**config.mk**
```make
export PLATFORM = sky130hd
export DESIGN_NAME = ccxd_decode
export DESIGN_NICKNAME = d
export VERILOG_FILES = /design/src/hw/ccxd_pkg.sv /design/src/hw/ccxd_decode.sv
export SDC_FILE = /design/constraint.sdc
export NUM_CORES = 1
export LEC_CHECK = 0
export BUFFER_PORTS_ARGS = -buffer_cell sky130_fd_sc_hd__buf_2
export CORE_ASPECT_RATIO = 1.1
export CORE_MARGIN = 4
export CORE_UTILIZATION = 35
export CTS_BUF_LIST = sky130_fd_sc_hd__clkbuf_16
export CTS_CLUSTER_DIAMETER = 150
export DETAILED_ROUTE_END_ITERATION = 6
export SLEW_MARGIN = 40
export SYNTH_ARGS = -nofsm -noshare
export SYNTH_HDL_FRONTEND = slang
export SYNTH_SLANG_ARGS = --single-unit
```
**constraint.sdc**
```tcl
create_clock -name clk -period 2.5 [get_ports clk]
set_input_delay 0.375 -clock clk [delete_from_list [all_inputs] [get_ports clk]]
set_output_delay 0.375 -clock clk [all_outputs]
set_load 0.02 [all_outputs]
```
**src/hw/ccxd_pkg.sv**
```systemverilog
/*
 * Package for the cycle and extension-word decoder: opcode field layout,
 * addressing modes, cycle and length figures, extension-word field layout.
 * Assumes the standard 16-bit instruction word of the core.
 */
package ccxd_pkg;

    // ------------------------------------------------------------------
    // Extension word layout
    // ------------------------------------------------------------------
    localparam logic [4:0] CCXD_EXT_OPC       = 5'h03; // 1800h..1fffh
    localparam int         CCXD_EXT_OPC_HI    = 15;
    localparam int         CCXD_EXT_OPC_LO    = 11;
    localparam int         CCXD_EXT_ZC_BIT    = 8;
    localparam int         CCXD_EXT_RPT_BIT   = 7;
    localparam int         CCXD_EXT_AL_BIT    = 6;
    localparam int         CCXD_EXT_CNT_HI    = 3;
    localparam int         CCXD_EXT_CNT_LO    = 0;

    // ------------------------------------------------------------------
    // Instruction word layout
    // ------------------------------------------------------------------
    localparam int         CCXD_BW_BIT        = 6;
    localparam int         CCXD_AS_LO         = 4;
    localparam int         CCXD_AD_BIT        = 7;
    localparam int         CCXD_SRC_LO        = 8;
    localparam logic [3:0] CCXD_REG_PC        = 4'h0;
    localparam logic [3:0] CCXD_REG_SR        = 4'h2;
    localparam logic [3:0] CCXD_REG_CG        = 4'h3;

    // Format II sub-opcodes, bits 9:7 under 0001_00xx
    localparam logic [5:0] CCXD_F2_PREFIX     = 6'h04;
    localparam logic [2:0] CCXD_F2_RRC        = 3'h0;
    localparam logic [2:0] CCXD_F2_BYTE_SWAP_OP       = 3'h1;
    localparam logic [2:0] CCXD_F2_RRA        = 3'h2;
    localparam logic [2:0] CCXD_F2_SXT        = 3'h3;
    localparam logic [2:0] CCXD_F2_PUSH       = 3'h4;
    localparam logic [2:0] CCXD_F2_CALL       = 3'h5;
    localparam logic [2:0] CCXD_JMP_PREFIX    = 3'h1;

    // Format I opcodes that save a cycle on memory destinations
    localparam logic [3:0] CCXD_OP_MOV        = 4'h4;
    localparam logic [3:0] CCXD_OP_CMP        = 4'h9;
    localparam logic [3:0] CCXD_OP_BIT        = 4'hb;

    // ------------------------------------------------------------------
    // Cycle and length figures
    // ------------------------------------------------------------------
    localparam logic [2:0] CCXD_CYC_JUMP      = 3'h2;
    localparam logic [1:0] CCXD_LEN_ONE       = 2'h1;
    localparam logic [2:0] CCXD_CYC_RESET     = 3'h0;
    localparam logic [1:0] CCXD_LEN_RESET     = 2'h0;

    // Operand size classes
    typedef enum logic [1:0] {
        CCXD_SZ_RSVD,
        CCXD_SZ_ADDR20,
        CCXD_SZ_WORD16,
        CCXD_SZ_BYTE8
    } ccxd_size_e;

    // Source / destination addressing class
    typedef enum logic [2:0] {
        CCXD_AM_REG,
        CCXD_AM_IND,
        CCXD_AM_IMM,
        CCXD_AM_MEM,
        CCXD_AM_PC
    } ccxd_am_e;

    // Decoded instruction timing
    typedef struct packed {
        logic       valid;
        logic       is_ext;
        logic [2:0] cycles;
        logic [1:0] words;
    } ccxd_timing_s;

    // Decoded extension word
    typedef struct packed {
        logic       reg_layout;
        logic       zero_carry_flag;
        logic       addr20;
        ccxd_size_e size;
        logic [3:0] rpt_minus1;
    } ccxd_ext_s;

endpackage : ccxd_pkg

```
**src/hw/ccxd_decode.sv**
```systemverilog
/*
 * Instruction timing and extension-word decoder. Takes one fetched word
 * per strobe, reports cycle count and word length of the instruction or
 * flags an extension word and decodes it for the following instruction.
 * Assumes fetch words arrive from logic on clk; the register file
 * answers a read of the named repeat register in the same cycle.
 */
// Notes on behaviour
// - Register source: 1 cyc to reg, 2 to PC, 4/2 words to memory.
// - Indirect/autoinc source: 2 to reg, 3 to PC, 5/2 words to memory.
// - Immediate source: 2/2 to reg, 3/2 to PC, 5/3 to memory.
// - Indexed/symbolic/absolute source: 3/2 to reg or PC, 6/3 memory.
// - Copy, bit-test and compare to memory take one cycle fewer.
// - Shift, swap, extend: 1 reg, 3 indirect, 4 indexed; no immediate.
// - Push takes 3 cycles, or 4 in indexed, symbolic, absolute modes.
// - Call 3 in register else 4; one word reg/indirect, else two.
// - Every jump is one word and two cycles, taken or not.
// - Bits 15:11 in 1800h..1fffh mark an extension word.
// - After an extension word, addresses and immediates are 20-bit.
// - Register layout only for reg-reg format I and reg format II.
// - Extended instructions without an extension word are allowed.
// - Length bit with byte/word bit selects reserved, 20, 16 or 8.
// - Repeat select 0: bits 3:0 hold count minus one immediately.
// - Repeat select 1: bits 3:0 name register holding count minus one.
// - Counts are in main clock periods, set by format and modes.
`timescale 1ns/10ps

module ccxd_decode (
    // Clock and reset
    input  wire logic                  clk,
    input  wire logic                  nrst,
    // Fetch side
    input  wire logic                  fetch_vld,
    input  wire logic [15:0]           fetch_word,
    // Repeat register lookup
    output logic      [3:0]            rpt_reg_sel,
    input  wire logic [3:0]            rpt_reg_val,
    // Decoded results
    output ccxd_pkg::ccxd_timing_s     timing,
    output ccxd_pkg::ccxd_ext_s        ext,
    output logic                       illegal
);
    import ccxd_pkg::*;

    // ------------------------------------------------------------------
    // Field extraction
    // ------------------------------------------------------------------
    // Raw fields of the word on the fetch bus; nothing is stored here,
    // the word is decoded in the cycle it is offered, so the fetch
    // side holds it for the strobe cycle only
    wire logic       is_ext_w;
    wire logic       is_jump_w;
    wire logic       is_f2_w;
    wire logic       is_f1_w;
    wire logic [2:0] f2_op_w;
    wire logic [3:0] f1_op_w;
    wire logic [1:0] as_w;
    wire logic       ad_w;
    wire logic       bw_w;
    wire logic [3:0] src_reg_w;
    wire logic [3:0] dst_reg_w;

    assign is_ext_w  = fetch_word[CCXD_EXT_OPC_HI:CCXD_EXT_OPC_LO]
                       == CCXD_EXT_OPC;
    assign is_jump_w = fetch_word[15:13] == CCXD_JMP_PREFIX;
    assign is_f2_w   = fetch_word[15:10] == CCXD_F2_PREFIX;
    assign is_f1_w   = fetch_word[15:14] != 2'h0;
    assign f2_op_w   = fetch_word[9:7];
    assign f1_op_w   = fetch_word[15:12];
    assign as_w      = fetch_word[CCXD_AS_LO+1:CCXD_AS_LO];
    assign ad_w      = fetch_word[CCXD_AD_BIT];
    assign bw_w      = fetch_word[CCXD_BW_BIT];
    assign src_reg_w = fetch_word[CCXD_SRC_LO+3:CCXD_SRC_LO];
    assign dst_reg_w = fetch_word[3:0];

    // ------------------------------------------------------------------
    // Addressing classes
    // ------------------------------------------------------------------
    // Constant generator registers read as register mode, no extra word
    wire logic cg_w;
    assign cg_w = (src_reg_w == CCXD_REG_CG) ||
                  (src_reg_w == CCXD_REG_SR && as_w[1]);

    ccxd_am_e src_am_w;
    ccxd_am_e dst_am_w;
    ccxd_am_e f2_am_w;

    // Source class: As 00 reg, 01 indexed, 10 indirect, 11 autoinc/imm
    // Indexed, symbolic and absolute cost the same, so one class holds
    // them all; the PC as source in mode 11 is the immediate form
    always_comb begin
        src_am_w = CCXD_AM_REG;
        if (!cg_w) begin
            case (as_w)
                2'h0:    src_am_w = CCXD_AM_REG;
                2'h1:    src_am_w = CCXD_AM_MEM;
                2'h2:    src_am_w = CCXD_AM_IND;
                2'h3:    src_am_w = (src_reg_w == CCXD_REG_PC) ?
                                    CCXD_AM_IMM : CCXD_AM_IND;
                default: src_am_w = CCXD_AM_REG;
            endcase
        end
    end

    // Destination class: memory, PC or plain register
    // Ad set always means memory; the PC row applies with Ad clear only
    assign dst_am_w = ad_w ? CCXD_AM_MEM :
                      (dst_reg_w == CCXD_REG_PC) ? CCXD_AM_PC :
                      CCXD_AM_REG;

    // Format II operand sits in the low register field
    // No constant generator here: single-operand rows have no
    // constant-source entry, so the register field is taken as
    // written
    always_comb begin
        case (as_w)
            2'h0:    f2_am_w = CCXD_AM_REG;
            2'h1:    f2_am_w = CCXD_AM_MEM;
            2'h2:    f2_am_w = CCXD_AM_IND;
            2'h3:    f2_am_w = (dst_reg_w == CCXD_REG_PC) ?
                               CCXD_AM_IMM : CCXD_AM_IND;
            default: f2_am_w = CCXD_AM_REG;
        endcase
    end

    // ------------------------------------------------------------------
    // Format I timing
    // ------------------------------------------------------------------
    logic [2:0] f1_cyc_w;
    logic [1:0] f1_len_w;
    wire  logic fast_op_w;

    // Copy, compare and bit-test never store a memory result back
    assign fast_op_w = (f1_op_w == CCXD_OP_MOV) || (f1_op_w == CCXD_OP_CMP)
                       || (f1_op_w == CCXD_OP_BIT);

    // Figures are fixed per mode pair, so no sequencing is needed and
    // the answer costs a single register stage
    // Table by source class, then destination class
    always_comb begin
        f1_cyc_w = 3'h1;
        f1_len_w = 2'h1;
        case (src_am_w)
            CCXD_AM_REG: begin
                case (dst_am_w)
                    CCXD_AM_PC:  begin f1_cyc_w = 3'h2; f1_len_w = 2'h1; end
                    CCXD_AM_MEM: begin f1_cyc_w = 3'h4; f1_len_w = 2'h2; end
                    default:     begin f1_cyc_w = 3'h1; f1_len_w = 2'h1; end
                endcase
            end
            CCXD_AM_IND: begin
                case (dst_am_w)
                    CCXD_AM_PC:  begin f1_cyc_w = 3'h3; f1_len_w = 2'h1; end
                    CCXD_AM_MEM: begin f1_cyc_w = 3'h5; f1_len_w = 2'h2; end
                    default:     begin f1_cyc_w = 3'h2; f1_len_w = 2'h1; end
                endcase
            end
            CCXD_AM_IMM: begin
                case (dst_am_w)
                    CCXD_AM_PC:  begin f1_cyc_w = 3'h3; f1_len_w = 2'h2; end
                    CCXD_AM_MEM: begin f1_cyc_w = 3'h5; f1_len_w = 2'h3; end
                    default:     begin f1_cyc_w = 3'h2; f1_len_w = 2'h2; end
                endcase
            end
            default: begin
                case (dst_am_w)
                    CCXD_AM_MEM: begin f1_cyc_w = 3'h6; f1_len_w = 2'h3; end
                    default:     begin f1_cyc_w = 3'h3; f1_len_w = 2'h2; end
                endcase
            end
        endcase
        // Ops that never write back skip the final store
        // Register and PC rows carry no store cycle, so only memory
        // destinations are shortened
        if (dst_am_w == CCXD_AM_MEM && fast_op_w) begin
            f1_cyc_w = f1_cyc_w - 3'h1;
        end
    end

    // ------------------------------------------------------------------
    // Format II timing
    // ------------------------------------------------------------------
    logic [2:0] f2_cyc_w;
    logic [1:0] f2_len_w;
    logic       f2_bad_w;

    // Return and interrupt codes are refused here; their timing lives
    // in the sequencer that owns the stack
    always_comb begin
        f2_cyc_w = 3'h1;
        f2_bad_w = 1'b0;
        case (f2_op_w)
            CCXD_F2_RRC, CCXD_F2_BYTE_SWAP_OP, CCXD_F2_RRA, CCXD_F2_SXT: begin
                case (f2_am_w)
                    CCXD_AM_REG: f2_cyc_w = 3'h1;
                    CCXD_AM_IND: f2_cyc_w = 3'h3;
                    CCXD_AM_MEM: f2_cyc_w = 3'h4;
                    default: begin
                        f2_cyc_w = 3'h1;
                        f2_bad_w = 1'b1;       // No immediate form
                    end
                endcase
            end
            CCXD_F2_PUSH: begin
                f2_cyc_w = (f2_am_w == CCXD_AM_MEM) ? 3'h4 : 3'h3;
            end
            CCXD_F2_CALL: begin
                f2_cyc_w = (f2_am_w == CCXD_AM_REG) ? 3'h3 : 3'h4;
            end
            default: begin
                // Return/interrupt rows are handled elsewhere
                f2_cyc_w = 3'h1;
                f2_bad_w = 1'b1;
            end
        endcase
    end

    // One word for register and indirect, extra word otherwise
    assign f2_len_w = (f2_am_w == CCXD_AM_REG || f2_am_w == CCXD_AM_IND) ?
                      2'h1 : 2'h2;

    // ------------------------------------------------------------------
    // Extension word decode
    // ------------------------------------------------------------------
    // Pending extension word; only used fields are kept, reserved
    // bits 10:9 and 5:4 are never looked at
    // The flag outlives idle fetch cycles on purpose: the core may
    // stall between the extension word and its instruction. A second
    // extension word simply replaces the first.
    logic       ext_pend_r;
    logic       ext_zc_r;
    logic       ext_rsel_r;
    logic       ext_al_r;
    logic [3:0] ext_cnt_r;

    always_ff @(posedge clk or negedge nrst) begin
        if (!nrst) begin
            ext_pend_r <= 1'b0;
            ext_zc_r   <= 1'b0;
            ext_rsel_r <= 1'b0;
            ext_al_r   <= 1'b0;
            ext_cnt_r  <= 4'h0;
        end else if (fetch_vld) begin
            ext_pend_r <= is_ext_w;
            if (is_ext_w) begin
                ext_zc_r   <= fetch_word[CCXD_EXT_ZC_BIT];
                ext_rsel_r <= fetch_word[CCXD_EXT_RPT_BIT];
                ext_al_r   <= fetch_word[CCXD_EXT_AL_BIT];
                ext_cnt_r  <= fetch_word[CCXD_EXT_CNT_HI:CCXD_EXT_CNT_LO];
            end
        end
    end

    // Register layout: format I reg/reg or format II reg
    wire logic reg_layout_w;
    assign reg_layout_w = (is_f1_w && src_am_w == CCXD_AM_REG && !ad_w) ||
                          (is_f2_w && f2_am_w == CCXD_AM_REG);

    // Repeat register lookup runs while the instruction decodes
    // Limitation: the register file must answer in the same cycle, or
    // a register-sourced count is taken from a stale value
    assign rpt_reg_sel = ext_cnt_r;

    wire logic [3:0] rpt_w;
    assign rpt_w = ext_rsel_r ? rpt_reg_val : ext_cnt_r;

    // Size from length bit and byte/word bit
    // The four codes map one to one onto the size enum
    ccxd_size_e size_w;
    always_comb begin
        case ({ext_al_r, bw_w})
            2'b00:   size_w = CCXD_SZ_RSVD;
            2'b01:   size_w = CCXD_SZ_ADDR20;
            2'b10:   size_w = CCXD_SZ_WORD16;
            2'b11:   size_w = CCXD_SZ_BYTE8;
            default: size_w = CCXD_SZ_RSVD;
        endcase
    end

    // ------------------------------------------------------------------
    // Result selection
    // ------------------------------------------------------------------
    // Words without a prefix decode plainly, extended ones too
    // Priority: extension word, then jump, then format II, and format I
    // by default. Words below the format I range that are neither jump
    // nor format II fall through as refused.
    // Extension fields stay neutral unless a pending extension word
    // meets a non-extension word.
    ccxd_timing_s tim_nxt;
    ccxd_ext_s    ext_nxt;
    logic         bad_nxt;

    always_comb begin
        tim_nxt        = '{valid: fetch_vld, is_ext: 1'b0,
                           cycles: f1_cyc_w, words: f1_len_w};
        bad_nxt        = 1'b0;
        ext_nxt        = '0;
        ext_nxt.size   = CCXD_SZ_WORD16;
        if (is_ext_w) begin
            tim_nxt.is_ext = 1'b1;
            tim_nxt.cycles = CCXD_CYC_RESET;
            tim_nxt.words  = CCXD_LEN_ONE;
        end else if (is_jump_w) begin
            tim_nxt.cycles = CCXD_CYC_JUMP;
            tim_nxt.words  = CCXD_LEN_ONE;
        end else if (is_f2_w) begin
            tim_nxt.cycles = f2_cyc_w;
            tim_nxt.words  = f2_len_w;
            bad_nxt        = f2_bad_w;
        end else if (!is_f1_w) begin
            bad_nxt        = 1'b1;
        end
        if (ext_pend_r && !is_ext_w) begin
            ext_nxt.addr20          = 1'b1;
            ext_nxt.reg_layout      = reg_layout_w;
            ext_nxt.zero_carry_flag = reg_layout_w & ext_zc_r;
            ext_nxt.size            = size_w;
            ext_nxt.rpt_minus1      = reg_layout_w ? rpt_w : 4'h0;
            if (size_w == CCXD_SZ_RSVD) begin
                bad_nxt = 1'b1;        // Reserved length combination
            end
        end
        bad_nxt = bad_nxt & fetch_vld;
    end

    // Registered outputs; only valid and illegal are cleared while no word is fetched
    // All outputs are flops so the execution stage sees figures that
    // stand a whole cycle; valid low marks the idle cycles
    always_ff @(posedge clk or negedge nrst) begin
        if (!nrst) begin
            timing  <= '0;
            ext     <= '0;
            illegal <= 1'b0;
        end else begin
            timing  <= tim_nxt;
            ext     <= ext_nxt;
            illegal <= bad_nxt;
        end
    end

endmodule : ccxd_decode

```
==> flow_summary.json <==
{
  "post-route-util_pct": 48.5,
  "final_cell_mix": "buf_2, dfrtp_1, buf_4",
  "ant_nets": 0,
  "cp_max_fo": 5,
  "clkTransAtPathRegs_ns": 0.06,
  "cap_violations": 0,
  "max_freq_ghz": 0.441,
  "crit_end": "timing[3]",
  "dp.cells": 228,
  "wl_met2_mm": 1.59,
  "wl_met1_mm": 1.29,
  "cp.required_ns": 2.66,
  "worst_pin_slew_ns": 0.540,
  "numCtsBuffers": 3,
  "die_w_um": 67.1,
  "ys_warn_count": 0,
  "core_sq_um": 3680,
  "r2r_slack_ns": 1.43,
  "powerDensity_nw_per_um2": 582,
  "wl_met3_um": 200,
  "cp-start-kind": "input port",
  "synth_cells": 127,
  "hold_violations": 0,
  "top_layer": "met4",
  "die_y_um": 73.0,
  "cts_buffer_depth": 2,
  "die_area_sq_um": 4900,
  "drive_gt1_share_pct": 41.2,
  "setup-violations-final": 0,
  "grt_max_degree": 26,
  "cts_tree": "done",
  "grt_pass1_wl_mm": 5.35,
  "worst_ep_arrival_time_ns": 2.43,
  "clk_latency_ns": 0.25,
  "reg2regPathDepth": 4,
  "synthToLayoutAreaGrowth_pct": 32.7,
  "antennaDiodeCount": 0,
  "cp-end-kind": "register",
  "final_common_cell": "buf_2",
  "setup_ws_ns": 0.232,
  "start_util_pct": 36.5,
  "total_power_mw": 1.04,
  "ys.flop_type": "dfrtp_1",
  "drt-total-wl_mm": 3.11,
  "startpoint": "fetch_word[9]",
  "port_buffers": 43,
  "place.gp.congestion": 0.861,
  "pre_cts_ws_ns": -0.0485,
  "r2r-end": "ext[3]",
  "ioPinCount": 44,
  "drtPass1Iterations": 4,
  "fin_crit_sh_pct": 90.7,
  "root_buffer": "clkbuf_16",
  "route.detailed.drc": 0,
  "period_needed_ns": 2.27,
  "wl_per_cell_um": 13.4,
  "syn_area_sq_um": 1350,
  "layout.nets": 212,
  "async_flop_share_pct": 100,
  "synth_edf_count": 0,
  "rsz0062_at_grt": "false",
  "drtIter0Drc": 21,
  "yosysSeqAreaShare_pct": 46.5,
  "num_vias": 1140,
  "skew_ns": 0.00325,
  "cts_hold_buf": 0,
  "dp_hpwl_mm": 2.68,
  "drv_slew": 0,
  "num_rows": 23,
  "grt_pass1_vias": 1201,
  "ys_ff_latch": 25,
  "via_per_inst": 4.91,
  "htreeDepth": 1,
  "instances_no_fill": 232,
  "maxSlewHeadroom_pct": 64.0,
  "antenna_found_initial": 0,
  "vdd_ir_drop_max_mv": 0.241,
  "leakagePower_nw": 0.931,
  "r2r_start": "ext_pend_r",
  "gr-total-overflow": 0,
  "cts_num_sinks": 25,
  "synth_cell_types": 45,
  "synth_fp_nets": 156,
  "criticalPathCategory": "input port to register",
  "outcome": "finished, final reports clean",
  "track_usage_pct": 13.9,
  "hp-class": "input port to async pin",
  "synth.avg_cell_area_sq_um": 10.6
}
-- cell usage after synthesis, drive strengths merged, types with 3 or more instances --
cell type  instances  share of area [%]
o21ai              3                1.1
ha                 6                5.6
a21oi              5                2.7
dfrtp             25                 46
clkbuf             3               0.84
inv                8                2.2
mux2i              6                4.5
or2                5                2.3
mux2               7                5.9
a21o               3                1.7
nand2             10                3.0
and2               4                2.0
nor2              12                3.3
-- layer usage --
layer | vias up | global-route usage, %
met4 | 0 | 3.15
met1 | 539 | 16.1
li1 | 564 | -
met3 | 4 | 2.93
met2 | 33 | 25.5
met5 | - | 0
-- how the worst min path moves through the flow --
stage	from	slack, ns	cells past startpoint	endpoint
2_1_floorplan	nrst	0.08	0	ext[0]
3_3_place_gp	nrst	0.38	1	ext[2]
3_5_place_dp	nrst	0.39	1	ext[0]
4_1_cts	nrst	0.12	1	ext[0]
5_1_grt	nrst	0.16	1	ext[3]
6_report	nrst	0.10	1	ext[2]
-- per-stage QoR --
stage / setup TNS, ns / area [sq um] / hold WS [ns]
6_report: 0 / 1790 / 0.102
5_1_grt: 0 / 1790 / 0.155
4_1_cts: 0 / 1780 / 0.123
3_5_place_dp: -0.0718 / 1710 / 0.392
3_3_place_gp: -0.00128 / 1710 / 0.379
2_1_floorplan: 0 / 1350 / 0.0794
-- final cells by class --
type	count	area [sq um]
clock inverters	1	3.75
multi-input cells	90	684
clock buffers	3	75.1
repair buffers	55	305
fillers	382	1900
flip-flops and latches	25	626
inverters	8	30.0
well taps	50	62.6
-- flip-flops by register name, indices dropped and copies added, names as in the netlist --
name and flops:
ext 9, ext_al_r 1, ext_pend_r 1, ext_rsel_r 1, ext_zc_r 1, illegal 1, rpt_reg_sel 4, timing 7
-- logic make-up (layout without fill, tap and decap cells) --
| family | count (synthesis) | after routing | share of synthesized area, % |
|---|---|---|---|
| flip-flops | 25 | 25 | 46.5 |
| AND/OR/NAND/NOR | 44 | 44 | 18.4 |
| AO/OA/AOI/OAI | 27 | 27 | 15.9 |
| buffers and inverters | 12 | 67 | 3.35 |
| adder cells (fa/ha/maj) | 6 | 6 | 5.58 |
| multiplexers | 13 | 13 | 10.3 |
-- report_power, final --
group          switching [mW]  internal (mW)  total (mW)
clock                   0.123          0.213       0.336
combinational           0.132          0.108       0.240
sequential             0.0223          0.442       0.464
total                   0.277          0.763        1.04
-- what timing repair did --
action / CTS / global route
resized for setup: 0 / 3
buffers inserted: 0 / 0
setup endpoints to repair: 0 / 2
-- critical path: stages --
cell and delay [ns]:
buf_2 0.13, o31ai_1 0.24, a21o_1 0.17, nand2_1 0.10
ha_1 0.32, inv_1 0.07, a221oi_2 0.30, ha_1 0.27
mux2_2 0.26, a311oi_1 0.20
(Power assumes the default switching activity.)
